## src/irtl_pkg.sv

```systemverilog
// Purpose: Shared constants of the infrared transmit and learning unit.
// Assumes: 100 MHz core clock, APB register access.
// Notes on behaviour
// - Output is either carrier modulated or a plain on/off level, by configuration.
// - In modulated mode hardware gates the carrier onto every on interval.
// - Envelope source is descriptors, a software bit, or the UART transmit line.
// - A descriptor holds on/off state and 1..32767 us; that state lasts exactly so.
// - Descriptors queue in a FIFO and play in order with no idle gap.
// - Receiver recognises both modulated and unmodulated detector input.
// - Receiver measures modulated carrier frequency from 10 kHz to 500 kHz.
// - Receiver reports present and absent durations interval by interval.
// - Captured intervals use the descriptor layout so they can be replayed.
package irtl_pkg;
   // Timing
   localparam int unsigned CLK_PERIOD_NS   = 10;
   localparam int unsigned US_NS           = 1000;
   localparam int unsigned TICK_CYC        = US_NS / CLK_PERIOD_NS;
   localparam int unsigned CAR_MIN_KHZ     = 10;
   localparam int unsigned CAR_MAX_KHZ     = 500;
   localparam int unsigned CAR_MAX_PER_CYC = (1000000 / CAR_MIN_KHZ) / CLK_PERIOD_NS;
   localparam int unsigned CAR_MIN_PER_CYC = (1000000 / CAR_MAX_KHZ) / CLK_PERIOD_NS;
   // Descriptor layout, shared by transmit and learned intervals
   localparam int unsigned DUR_W   = 15;
   localparam int unsigned DESC_W  = 16;
   localparam int unsigned DESC_ST = 15;
   localparam logic [14:0] DUR_MAX = 15'h7fff;
   // Register byte offsets
   localparam logic [7:0] OFS_CTRL  = 8'h00;
   localparam logic [7:0] OFS_PRESC = 8'h04;
   localparam logic [7:0] OFS_CHALF = 8'h08;
   localparam logic [7:0] OFS_DESC  = 8'h0c;
   localparam logic [7:0] OFS_STS   = 8'h10;
   localparam logic [7:0] OFS_MASK  = 8'h14;
   localparam logic [7:0] OFS_LEVEL = 8'h18;
   localparam logic [7:0] OFS_RXIV  = 8'h1c;
   localparam logic [7:0] OFS_RXCAR = 8'h20;
   // Control fields
   localparam int unsigned CT_TXEN  = 0;
   localparam int unsigned CT_MOD   = 1;
   localparam int unsigned CT_SRC   = 2;
   localparam int unsigned CT_SWBIT = 4;
   localparam int unsigned CT_RXEN  = 5;
   localparam int unsigned CT_W     = 6;
   localparam logic [5:0]  CTRL_RST = 6'h00;
   // Status and mask bits
   localparam int unsigned ST_TXDONE = 0;
   localparam int unsigned ST_TXOVF  = 1;
   localparam int unsigned ST_RXIV   = 2;
   localparam int unsigned ST_RXOVF  = 3;
   localparam int unsigned ST_W      = 4;
   localparam logic [3:0]  MASK_RST  = 4'h0;
   // Reset values
   localparam logic [15:0] PRESC_RST = 16'(TICK_CYC - 1);
   localparam logic [15:0] CHALF_RST = 16'h0523;
   // Envelope sources
   typedef enum logic [1:0] {SRC_DESC, SRC_BIT, SRC_UART, SRC_NONE} irtl_src_e;
endpackage : irtl_pkg

```

## src/irtl_fifo.sv

```systemverilog
// Purpose: Descriptor FIFO in flip-flops.
// Assumes: DEPTH is a power of two.
// Notes: Push when full and pop when empty are ignored.
`timescale 1ns/1ps
`default_nettype none
module irtl_fifo #(
   parameter int unsigned W     = 16,
   parameter int unsigned DEPTH = 8,
   parameter int unsigned AW    = $clog2(DEPTH)
) (
   // Clock and reset
   input  wire logic          i_clk,
   input  wire logic          i_rst,
   // Fill side
   input  wire logic          i_push,
   input  wire logic [W-1:0]  i_wdata,
   output logic               o_full,
   // Drain side
   input  wire logic          i_pop,
   output logic [W-1:0]       o_rdata,
   output logic               o_empty,
   output logic [AW:0]        o_level
);
   logic [W-1:0] mem_q [DEPTH];
   logic [W-1:0] mem_d [DEPTH];
   logic [AW:0]  cnt_q, cnt_d;
   logic [AW-1:0] wp_q, wp_d, rp_q, rp_d;
   logic         do_push, do_pop;

   assign o_full  = (cnt_q == (AW+1)'(DEPTH));
   assign o_empty = (cnt_q == '0);
   assign o_level = cnt_q;
   assign o_rdata = mem_q[rp_q];
   assign do_push = i_push & ~o_full;
   assign do_pop  = i_pop & ~o_empty;

   always_comb begin
      mem_d = mem_q;
      if (do_push) begin
         mem_d[wp_q] = i_wdata;
      end
      wp_d  = do_push ? wp_q + 1'b1 : wp_q;
      rp_d  = do_pop ? rp_q + 1'b1 : rp_q;
      cnt_d = cnt_q + (AW+1)'(do_push) - (AW+1)'(do_pop);
   end

   always_ff @(posedge i_clk) begin
      if (i_rst) begin
         wp_q  <= '0;
         rp_q  <= '0;
         cnt_q <= '0;
      end else begin
         wp_q  <= wp_d;
         rp_q  <= rp_d;
         cnt_q <= cnt_d;
      end
   end

   genvar g;
   generate
      for (g = 0; g < DEPTH; g++) begin : g_mem
         always_ff @(posedge i_clk) begin
            mem_q[g] <= mem_d[g];
         end
      end
   endgenerate
endmodule : irtl_fifo
`default_nettype wire

```

## src/irtl_rx.sv

```systemverilog
// Purpose: Learning receiver: envelope, carrier period and interval lengths.
// Assumes: Detector input high while light or carrier is seen.
// Notes: An absence is declared TMO_CYC cycles after the last high level.
`timescale 1ns/1ps
`default_nettype none
module irtl_rx #(
   parameter int unsigned TMO_CYC = 10000
) (
   // Clock and reset
   input  wire logic        i_clk,
   input  wire logic        i_rst,
   // Control
   input  wire logic        i_en,
   input  wire logic        i_tick,
   input  wire logic        i_ir,
   // Learned interval and carrier
   output logic             o_iv_vld,
   output logic [15:0]      o_iv,
   output logic [15:0]      o_car_per,
   output logic             o_car_mod
);
   logic [2:0]  sy_q;
   logic        filt_q, filt_d, env_q, env_d, seen_q, seen_d, rise;
   logic [15:0] ecnt_q, ecnt_d, lcnt_q, lcnt_d, per_q, per_d;
   logic [14:0] dur_q, dur_d;
   logic        vld_d;
   logic [15:0] iv_d;
   localparam logic [14:0] DUR_MAX_L = irtl_pkg::DUR_MAX;

   always_comb begin
      filt_d = (sy_q[1] == sy_q[2]) ? sy_q[2] : filt_q;
      rise   = filt_d & ~filt_q;
      ecnt_d = rise ? 16'h0000 : ((ecnt_q == 16'hffff) ? ecnt_q : ecnt_q + 16'h0001);
      lcnt_d = filt_d ? 16'h0000 : ((lcnt_q == 16'hffff) ? lcnt_q : lcnt_q + 16'h0001);
      env_d  = env_q;
      per_d  = per_q;
      seen_d = seen_q;
      if (rise) begin
         env_d = 1'b1;
         if (env_q && ecnt_q < 16'(TMO_CYC)) begin
            per_d  = ecnt_q + 16'h0001;
            seen_d = 1'b1;
         end
      end else if (lcnt_q == 16'(TMO_CYC)) begin
         env_d = 1'b0;
      end
      dur_d = (i_tick && dur_q != DUR_MAX_L) ? dur_q + 15'h0001 : dur_q;
      vld_d = 1'b0;
      iv_d  = {env_q, dur_q};
      if (env_d != env_q) begin
         vld_d = 1'b1;
         dur_d = 15'h0000;
         if (env_d) begin
            seen_d = 1'b0;
         end
      end
      if (!i_en) begin
         env_d  = 1'b0;
         dur_d  = 15'h0000;
         vld_d  = 1'b0;
         seen_d = 1'b0;
      end
   end

   always_ff @(posedge i_clk) begin
      if (i_rst) begin
         sy_q      <= 3'h0;
         filt_q    <= 1'b0;
         env_q     <= 1'b0;
         seen_q    <= 1'b0;
         ecnt_q    <= 16'hffff;
         lcnt_q    <= 16'hffff;
         per_q     <= 16'h0000;
         dur_q     <= 15'h0000;
         o_iv_vld  <= 1'b0;
         o_iv      <= 16'h0000;
      end else begin
         sy_q      <= {sy_q[1:0], i_ir};
         filt_q    <= filt_d;
         env_q     <= env_d;
         seen_q    <= seen_d;
         ecnt_q    <= ecnt_d;
         lcnt_q    <= lcnt_d;
         per_q     <= per_d;
         dur_q     <= dur_d;
         o_iv_vld  <= vld_d;
         o_iv      <= vld_d ? iv_d : o_iv;
      end
   end
   assign o_car_per = per_q;
   assign o_car_mod = seen_q;
endmodule : irtl_rx
`default_nettype wire

```

## src/irtl_top.sv

```systemverilog
// Purpose: Infrared transmit modulator and learning receiver with APB registers.
// Assumes: Single 100 MHz clock; zero-wait APB with registered read data.
// Notes: Status bits are sticky, cleared by writing one; set wins over clear.
`timescale 1ns/1ps
`default_nettype none
module irtl_top #(
   parameter int unsigned FIFO_DEPTH = 8,
   parameter int unsigned RX_TMO_CYC = irtl_pkg::CAR_MAX_PER_CYC
) (
   // Clock and reset
   input  wire logic        i_ref_clk,
   input  wire logic        i_sys_rst,
   // APB slave
   input  wire logic        i_psel,
   input  wire logic        i_penable,
   input  wire logic        i_pwrite,
   input  wire logic [7:0]  i_paddr,
   input  wire logic [31:0] i_pwdata,
   output logic [31:0]      o_prdata,
   output logic             o_pready,
   output logic             o_pslverr,
   // Pins
   input  wire logic        i_uart_txd,
   input  wire logic        i_ir_rx,
   output logic             o_ir_tx,
   // Interrupt
   output logic             o_irq
);
   localparam int unsigned FAW = $clog2(FIFO_DEPTH);
   typedef enum logic {TX_IDLE, TX_PLAY} irtl_tx_e;

   ////////////////////////////////////////////////////////////////////////////////
   // Registers and APB
   logic [irtl_pkg::CT_W-1:0] ctrl_q, ctrl_d;
   logic [15:0]               presc_q, presc_d, chalf_q, chalf_d;
   logic [irtl_pkg::ST_W-1:0] sts_q, sts_d, mask_q, mask_d, ev;
   logic [15:0]               ivr_q, ivr_d;
   logic                      ivv_q, ivv_d;
   logic [31:0]               rdata_d;
   logic                      ready_d, err_d, irq_d, mapped;
   logic                      wr_acc, rd_acc, setup;
   logic                      tx_en, mod_en, sw_bit, rx_en, desc_mode;
   irtl_pkg::irtl_src_e       src;
   logic                      fifo_full, fifo_empty, fifo_pop, fifo_push;
   logic [15:0]               fifo_rdata;
   logic [FAW:0]              fifo_level;
   logic                      iv_vld, car_mod;
   logic [15:0]               iv_data, car_per;
   irtl_tx_e                  tx_st_q, tx_st_d;
   logic [14:0]               dur_q, dur_d;
   logic                      lvl_q, lvl_d, tx_done, restart;
   logic [15:0]               pcnt_q, pcnt_d, ccnt_q, ccnt_d;
   logic                      tick_q, tick_d, cph_q, cph_d, env, ir_d;
   logic [2:0]                usy_q;
   logic                      uart_q, uart_d;

   assign setup  = i_psel & ~i_penable;
   assign wr_acc = i_psel & i_penable & o_pready & i_pwrite;
   assign rd_acc = i_psel & i_penable & o_pready & ~i_pwrite;
   assign tx_en  = ctrl_q[irtl_pkg::CT_TXEN];
   assign mod_en = ctrl_q[irtl_pkg::CT_MOD];
   assign sw_bit = ctrl_q[irtl_pkg::CT_SWBIT];
   assign rx_en  = ctrl_q[irtl_pkg::CT_RXEN];
   assign src    = irtl_pkg::irtl_src_e'(ctrl_q[irtl_pkg::CT_SRC +: 2]);
   assign desc_mode = tx_en && (src == irtl_pkg::SRC_DESC);
   assign fifo_push = wr_acc && (i_paddr == irtl_pkg::OFS_DESC) && !fifo_full;

   always_comb begin
      mapped  = 1'b1;
      rdata_d = 32'h0000_0000;
      case (i_paddr)
         irtl_pkg::OFS_CTRL:  rdata_d = 32'(ctrl_q);
         irtl_pkg::OFS_PRESC: rdata_d = 32'(presc_q);
         irtl_pkg::OFS_CHALF: rdata_d = 32'(chalf_q);
         irtl_pkg::OFS_DESC:  rdata_d = 32'h0000_0000;
         irtl_pkg::OFS_STS:   rdata_d = 32'(sts_q);
         irtl_pkg::OFS_MASK:  rdata_d = 32'(mask_q);
         irtl_pkg::OFS_LEVEL: rdata_d = {15'h0000, (tx_st_q == TX_PLAY), 16'(fifo_level)};
         irtl_pkg::OFS_RXIV:  rdata_d = {15'h0000, ivv_q, ivr_q};
         irtl_pkg::OFS_RXCAR: rdata_d = {15'h0000, car_mod, car_per};
         default:             mapped  = 1'b0;
      endcase
      ready_d = setup;
      err_d   = setup && !mapped;
      ctrl_d  = ctrl_q;
      presc_d = presc_q;
      chalf_d = chalf_q;
      mask_d  = mask_q;
      sts_d   = sts_q;
      if (wr_acc) begin
         case (i_paddr)
            irtl_pkg::OFS_CTRL:  ctrl_d  = i_pwdata[irtl_pkg::CT_W-1:0];
            irtl_pkg::OFS_PRESC: presc_d = i_pwdata[15:0];
            irtl_pkg::OFS_CHALF: chalf_d = i_pwdata[15:0];
            irtl_pkg::OFS_STS:   sts_d   = sts_q & ~i_pwdata[irtl_pkg::ST_W-1:0];
            irtl_pkg::OFS_MASK:  mask_d  = i_pwdata[irtl_pkg::ST_W-1:0];
            default:             ctrl_d  = ctrl_q;
         endcase
      end
      sts_d = sts_d | ev;
      ivv_d = (rd_acc && i_paddr == irtl_pkg::OFS_RXIV) ? 1'b0 : ivv_q;
      ivr_d = ivr_q;
      if (iv_vld) begin
         ivv_d = 1'b1;
         ivr_d = iv_data;
      end
      irq_d = |(sts_d & mask_d);
   end

   always_comb begin
      ev = '0;
      ev[irtl_pkg::ST_TXDONE] = tx_done;
      ev[irtl_pkg::ST_TXOVF]  = wr_acc && (i_paddr == irtl_pkg::OFS_DESC) && fifo_full;
      ev[irtl_pkg::ST_RXIV]   = iv_vld;
      ev[irtl_pkg::ST_RXOVF]  = iv_vld && ivv_q && !(rd_acc && i_paddr == irtl_pkg::OFS_RXIV);
   end

   always_ff @(posedge i_ref_clk) begin
      if (i_sys_rst) begin
         ctrl_q    <= irtl_pkg::CTRL_RST;
         presc_q   <= irtl_pkg::PRESC_RST;
         chalf_q   <= irtl_pkg::CHALF_RST;
         sts_q     <= '0;
         mask_q    <= irtl_pkg::MASK_RST;
         ivr_q     <= 16'h0000;
         ivv_q     <= 1'b0;
         o_prdata  <= 32'h0000_0000;
         o_pready  <= 1'b0;
         o_pslverr <= 1'b0;
         o_irq     <= 1'b0;
      end else begin
         ctrl_q    <= ctrl_d;
         presc_q   <= presc_d;
         chalf_q   <= chalf_d;
         sts_q     <= sts_d;
         mask_q    <= mask_d;
         ivr_q     <= ivr_d;
         ivv_q     <= ivv_d;
         o_prdata  <= setup ? rdata_d : 32'h0000_0000;
         o_pready  <= ready_d;
         o_pslverr <= err_d;
         o_irq     <= irq_d;
      end
   end

   ////////////////////////////////////////////////////////////////////////////////
   // Descriptor FIFO and learning receiver
   irtl_fifo #(
      .W     (irtl_pkg::DESC_W),
      .DEPTH (FIFO_DEPTH)
   ) u_fifo (
      .i_clk   (i_ref_clk),
      .i_rst   (i_sys_rst),
      .i_push  (fifo_push),
      .i_wdata (i_pwdata[15:0]),
      .o_full  (fifo_full),
      .i_pop   (fifo_pop),
      .o_rdata (fifo_rdata),
      .o_empty (fifo_empty),
      .o_level (fifo_level)
   );

   irtl_rx #(
      .TMO_CYC (RX_TMO_CYC)
   ) u_rx (
      .i_clk     (i_ref_clk),
      .i_rst     (i_sys_rst),
      .i_en      (rx_en),
      .i_tick    (tick_q),
      .i_ir      (i_ir_rx),
      .o_iv_vld  (iv_vld),
      .o_iv      (iv_data),
      .o_car_per (car_per),
      .o_car_mod (car_mod)
   );

   ////////////////////////////////////////////////////////////////////////////////
   // Microsecond tick, descriptor player, carrier and output

   always_comb begin
      tx_st_d  = tx_st_q;
      dur_d    = dur_q;
      lvl_d    = lvl_q;
      fifo_pop = 1'b0;
      tx_done  = 1'b0;
      restart  = 1'b0;
      case (tx_st_q)
         TX_IDLE: begin
            if (desc_mode && !fifo_empty) begin
               fifo_pop = 1'b1;
               restart  = 1'b1;
               lvl_d    = fifo_rdata[irtl_pkg::DESC_ST];
               dur_d    = fifo_rdata[14:0];
               tx_st_d  = TX_PLAY;
            end
         end
         TX_PLAY: begin
            if (!desc_mode) begin
               tx_st_d = TX_IDLE;
               lvl_d   = 1'b0;
            end else if (tick_q) begin
               if (dur_q > 15'h0001) begin
                  dur_d = dur_q - 15'h0001;
               end else if (!fifo_empty) begin
                  fifo_pop = 1'b1;
                  lvl_d    = fifo_rdata[irtl_pkg::DESC_ST];
                  dur_d    = fifo_rdata[14:0];
               end else begin
                  tx_st_d = TX_IDLE;
                  lvl_d   = 1'b0;
                  tx_done = 1'b1;
               end
            end
         end
         default: tx_st_d = TX_IDLE;
      endcase
      // Restart aligns the first tick so the first interval matches the rest
      if (restart) begin
         tick_d = (presc_q == 16'h0000);
         pcnt_d = (presc_q == 16'h0000) ? 16'h0000 : presc_q - 16'h0001;
      end else begin
         tick_d = (pcnt_q == 16'h0000);
         pcnt_d = (pcnt_q == 16'h0000) ? presc_q : pcnt_q - 16'h0001;
      end
      uart_d = (usy_q[1] == usy_q[2]) ? usy_q[2] : uart_q;
      case (src)
         irtl_pkg::SRC_DESC: env = lvl_q;
         irtl_pkg::SRC_BIT:  env = sw_bit;
         irtl_pkg::SRC_UART: env = ~uart_q;
         default:            env = 1'b0;
      endcase
      if (!env) begin
         ccnt_d = chalf_q;
         cph_d  = 1'b1;
      end else if (ccnt_q == 16'h0000) begin
         ccnt_d = chalf_q;
         cph_d  = ~cph_q;
      end else begin
         ccnt_d = ccnt_q - 16'h0001;
         cph_d  = cph_q;
      end
      ir_d = tx_en && env && (!mod_en || cph_q);
   end

   always_ff @(posedge i_ref_clk) begin
      if (i_sys_rst) begin
         tx_st_q <= TX_IDLE;
         dur_q   <= 15'h0000;
         lvl_q   <= 1'b0;
         pcnt_q  <= 16'h0000;
         tick_q  <= 1'b0;
         ccnt_q  <= 16'h0000;
         cph_q   <= 1'b1;
         usy_q   <= 3'h7;
         uart_q  <= 1'b1;
         o_ir_tx <= 1'b0;
      end else begin
         tx_st_q <= tx_st_d;
         dur_q   <= dur_d;
         lvl_q   <= lvl_d;
         pcnt_q  <= pcnt_d;
         tick_q  <= tick_d;
         ccnt_q  <= ccnt_d;
         cph_q   <= cph_d;
         usy_q   <= {usy_q[1:0], i_uart_txd};
         uart_q  <= uart_d;
         o_ir_tx <= ir_d;
      end
   end
endmodule : irtl_top
`default_nettype wire

```

## config.mk

```make
export PLATFORM = sky130hd
export DESIGN_NAME = irtl_top
export DESIGN_NICKNAME = d
export VERILOG_FILES = /design/src/irtl_pkg.sv /design/src/irtl_fifo.sv /design/src/irtl_rx.sv /design/src/irtl_top.sv
export SDC_FILE = /design/constraint.sdc
export NUM_CORES = 1
export LEC_CHECK = 0
export CAP_MARGIN = 25
export CORE_MARGIN = 2
export CORE_UTILIZATION = 40
export DETAILED_ROUTE_END_ITERATION = 10
export DONT_BUFFER_PORTS = 1
export GPL_TIMING_DRIVEN = 0
export PLACE_DENSITY_LB_ADDON = 0.2
export SETUP_SLACK_MARGIN = 0.5
export SLEW_MARGIN = 25
export SYNTH_ARGS = -nofsm -noshare
export SYNTH_HDL_FRONTEND = slang
export SYNTH_SLANG_ARGS = --single-unit
```

## constraint.sdc

```tcl
create_clock -name i_ref_clk -period 8.8 [get_ports i_ref_clk]
set_input_delay 1.32 -clock i_ref_clk [delete_from_list [all_inputs] [get_ports i_ref_clk]]
set_output_delay 1.32 -clock i_ref_clk [all_outputs]
set_load 0.03 [all_outputs]
```

==> metrics.md <==
| Metric | Value |
|---|---|
| Hold buffers post-CTS | `0` |
| Post-DP HPWL | `30200 um` |
| Clock sink count | `363` |
| Die area | `between 40000 and 50000 um2` |
| I/O Pins | `83` |
| Clk Tree Root Cell | `clkbuf_16` |
| Grt met2 use | `approximately a third` |
| Most common cell in the netlist | `dfxtp_1` |
| Top Usage Layer GRT | `met2` |
| Die Y | `between 200 and 250 um` |
| Critical path launch point type | `input port` |
| First-pass detailed-route iteration total | `6` |
| Combinational power share | `between 15 and 20%` |
| Final Hold Viols | `0` |
| Pint | `between 0.002 and 0.003 W` |
| Synth Instances | `about 1500` |
| Postcts setup bufs | `0` |
| CP Cell Sequence | `or4_1 -> clkbuf_2 -> or3_1 -> buf_2 -> nor4_4 -> nand2b_1 -> nor3_2 -> buf_4 -> buf_4` |
| RSZ-0062 raised after global routing | `false` |
| Crit share post-route | `around 44%` |
| Number of enable flip-flop cells after synthesis | `128` |
| Arrival time at the worst endpoint | `slightly above 4 ns` |
| Drt drc | `0` |
| CTS Buf Count | `39` |
| Critical path class | `in -> reg` |
| Cts repair resizes | `0` |
| Synthesized flop and latch total | `363` |
| Top cells by area, synth | `dfxtp_1 (30%), edfxtp_1 (25%), mux4_2 (5.2%), nor2_1 (3.9%), nand2_1 (3.8%)` |
| GR Util met1 | `between 20 and 30%` |
| WL/cell | `20.1 um` |
| Worst r2r src | `dur_q[7]` |
| Worst path required time | `roughly 9 ns` |
| Met3 Resource Use GR | `3.16%` |
| Post-synth cell types | `76` |
| Initial Util | `40.5%` |
| Core area | `between 30000 and 40000 um2` |
| PwrDens | `235 nW/um2` |
| Vias | `roughly 11000` |
| Total Power | `around 0.0041 W` |
| Largest buffer count on any clock path | `3` |
| Mapped Area | `around 16000 um2` |
| Worst setup EP type | `flip-flop` |
| Die Width | `202 um` |
| Hold Crit Class | `reg -> reg` |
| Least-Margin Pin Slew | `just over 1 ns` |
| Total wire length | `between 40000 and 50000 um` |
| Register area share after synthesis | `54.8%` |
| Slowest CP cell | `or4_1` |
| DRT antenna net count | `0` |
| Design Area, Final | `about 18000 um2` |
| Top cell by count, worst path | `buf_4` |
| H-Tree Depth | `2` |
| Final setup fails | `0` |
| Vias in the first global route | `between 10000 and 15000` |
| Final min period | `roughly 3.9 ns` |
| Crit path max fanout | `7` |
| Fin Setup TNS | `0 ns` |
| First-pass GRT wire length | `approximately 65000 um` |
| Port Buf Inserts | `0` |
| Leakage Power | `just under 6 nW` |
| Synth Warn # | `0` |
| Status | `finished clean` |
| Clock latency on the worst-skew pair | `0.54 ns` |
| Ys flop type | `dfxtp_1` |
| Post-synth top area cell | `dfxtp_1` |
| All-Layer GR Usage | `between 20% and 30%` |
| Synth top area share | `30.1%` |
| # nets final | `around 1600` |
| Number of diodes | `0` |
| Flop pwr share | `~47%` |
| P&R area growth vs syn | `13.0%` |
| DRT iter0 DRCs | `989` |
| Net Sw Power | `around 0.0012 W` |
| CTS tree | `built` |
| Slew Limit Headroom | `31.9%` |
| Slowest stage delay, CP | `0.56 ns` |
| CTS clock-pin slew for the worst setup and hold paths | `~0.06 ns` |
| F_max | `258 MHz` |
| Post-synthesis async set-or-reset flop share | `0%` |
| Largest net degree at the start of global routing | `17` |
| Remaining global-route overflow | `0` |
| Clock network fraction of total power | `~37%` |
| Max Slew Vio Count | `0` |
| # rows | `72` |
| Tightest hold margin | `around 0.41 ns` |
| CP Launch Point | `i_paddr[1]` |
| Share of cells above drive strength 1 | `between 10% and 20%` |
| Max Cap Viol | `0` |
| Hold_sp | `usy_q[0]` |
| Initial antenna violation count | `0` |
| Sw Ratio | `around 28%` |
| Placer Congestion | `roughly 0.86` |
| Synth Area per Inst | `between 10 and 15 um2` |
| Vias per cell | `5.46` |
| Placed Area | `16400 um2` |
| Synth top cells by count | `dfxtp_1 (235), nor2_1 (161), nand2_1 (157), edfxtp_1 (128), a21oi_1 (80)` |
| Fin util | `between 40% and 50%` |
| Worst Clk Skew | `around 0.018 ns` |
| Peak supply drop | `0.148 mV` |
power by group through the flow:
| stage | sequential (W) | clock [W] | combinational, W |
|---|---|---|---|
| after floorplan | 0.00194 | 0 | 0.000518 |
| after global placement | 0.00197 | 0 | 0.000641 |
| after detailed placement | 0.00197 | 0 | 0.000645 |
| after CTS | 0.00193 | 0.00158 | 0.000651 |
| after global routing | 0.00195 | 0.00165 | 0.000741 |
| final | 0.00194 | 0.00155 | 0.000654 |
layout make-up:
type,count,area [um2]
clock inverters,15,113
multi-input cells,995,6640
repair buffers,8,78.8
plain buffers,91,428
well taps,518,648
inverters,26,97.6
fillers,3727,20900
clock buffers,54,1080
flip-flops and latches,363,8550
metal layers:
| layer | vias to the layer above | routed length [um] | part of all wire [%] |
|---|---|---|---|
| met2 | 299 | 19100 | 46 |
| li1 | 5467 | - | - |
| met5 | - | 0 | 0 |
| met1 | 5472 | 19200 | 46 |
| met4 | 0 | 897 | 2.2 |
| met3 | 59 | 2370 | 5.7 |
state kept, by name (all words and copies together) (netlist names), 16 cells and up:
signal,count
ccnt_q,16
u_fifo.mem_q,128
u_rx.ecnt_q,16
u_rx.o_iv,16
ivr_q,16
presc_q,16
chalf_q,16
u_rx.o_car_per,16
o_prdata,17
pcnt_q,16
u_rx.lcnt_q,16
critical path, delay by kind of cell:
family / cells / cell delay [ns]
buffers and inverters: 4 / 0.84
and+or+nand+nor: 5 / 1.95
final timing paths:
kind,endpoint,cells after the start,slack (ns)
max,u_fifo.mem_q[119],9,4.92
min,usy_q[1],1,0.41
max reg2reg,u_fifo.o_level[2],11,5.49
min reg2reg,usy_q[1],1,0.41
cell usage in the layout (no fill, tap or decap), types with 7 or more instances in the layout:
cell type / synthesis / final
or3_1: 11 / 11
inv_1: 25 / 25
clkinv_2: 0 / 10
xnor2_1: 24 / 24
a21oi_1: 80 / 80
a222oi_1: 17 / 17
nor3_1: 31 / 29
ha_1: 20 / 20
nand3_1: 51 / 51
nor4_1: 18 / 17
dfxtp_1: 235 / 235
clkbuf_16: 0 / 39
conb_1: 1 / 15
buf_2: 13 / 13
a22oi_1: 7 / 7
edfxtp_1: 128 / 128
xor2_1: 44 / 44
nor3b_1: 11 / 9
nor2b_1: 9 / 9
nand4_1: 14 / 14
nand2b_1: 12 / 12
o211ai_1: 11 / 11
nand2_1: 157 / 157
buf_1: 9 / 8
mux4_2: 36 / 36
o21ai_0: 67 / 67
nor2_1: 161 / 155
and3_1: 10 / 10
buf_4: 16 / 19
a211oi_1: 27 / 27
o31ai_1: 8 / 8
clkbuf_1: 51 / 58
mux2i_1: 55 / 55
or4_1: 7 / 7
logic make-up (layout without fill, tap and decap cells):
| group | count (synthesis) | after routing | synth area share, % |
|---|---|---|---|
| other | 1 | 15 | 0.0240 |
| and+or+nand+nor | 525 | 525 | 16.1 |
| xor gates and xnor gates | 68 | 68 | 3.82 |
| muxes | 95 | 95 | 9.01 |
| DFF | 363 | 363 | 54.8 |
| AOI/OAI and AO/OA | 270 | 270 | 11.2 |
| adders and majority gates | 22 | 22 | 1.80 |
| buffers and inverters | 117 | 194 | 3.36 |
stage by stage:
step                      instances  setup slack [ns]
after global routing           2070              4.74
after floorplan                1475              4.38
after global placement         1993              2.93
after CTS                      2070              4.92
after detailed placement       2001              4.35
final                          2070              4.92
Note: power is estimated with default switching activity, not from simulation.
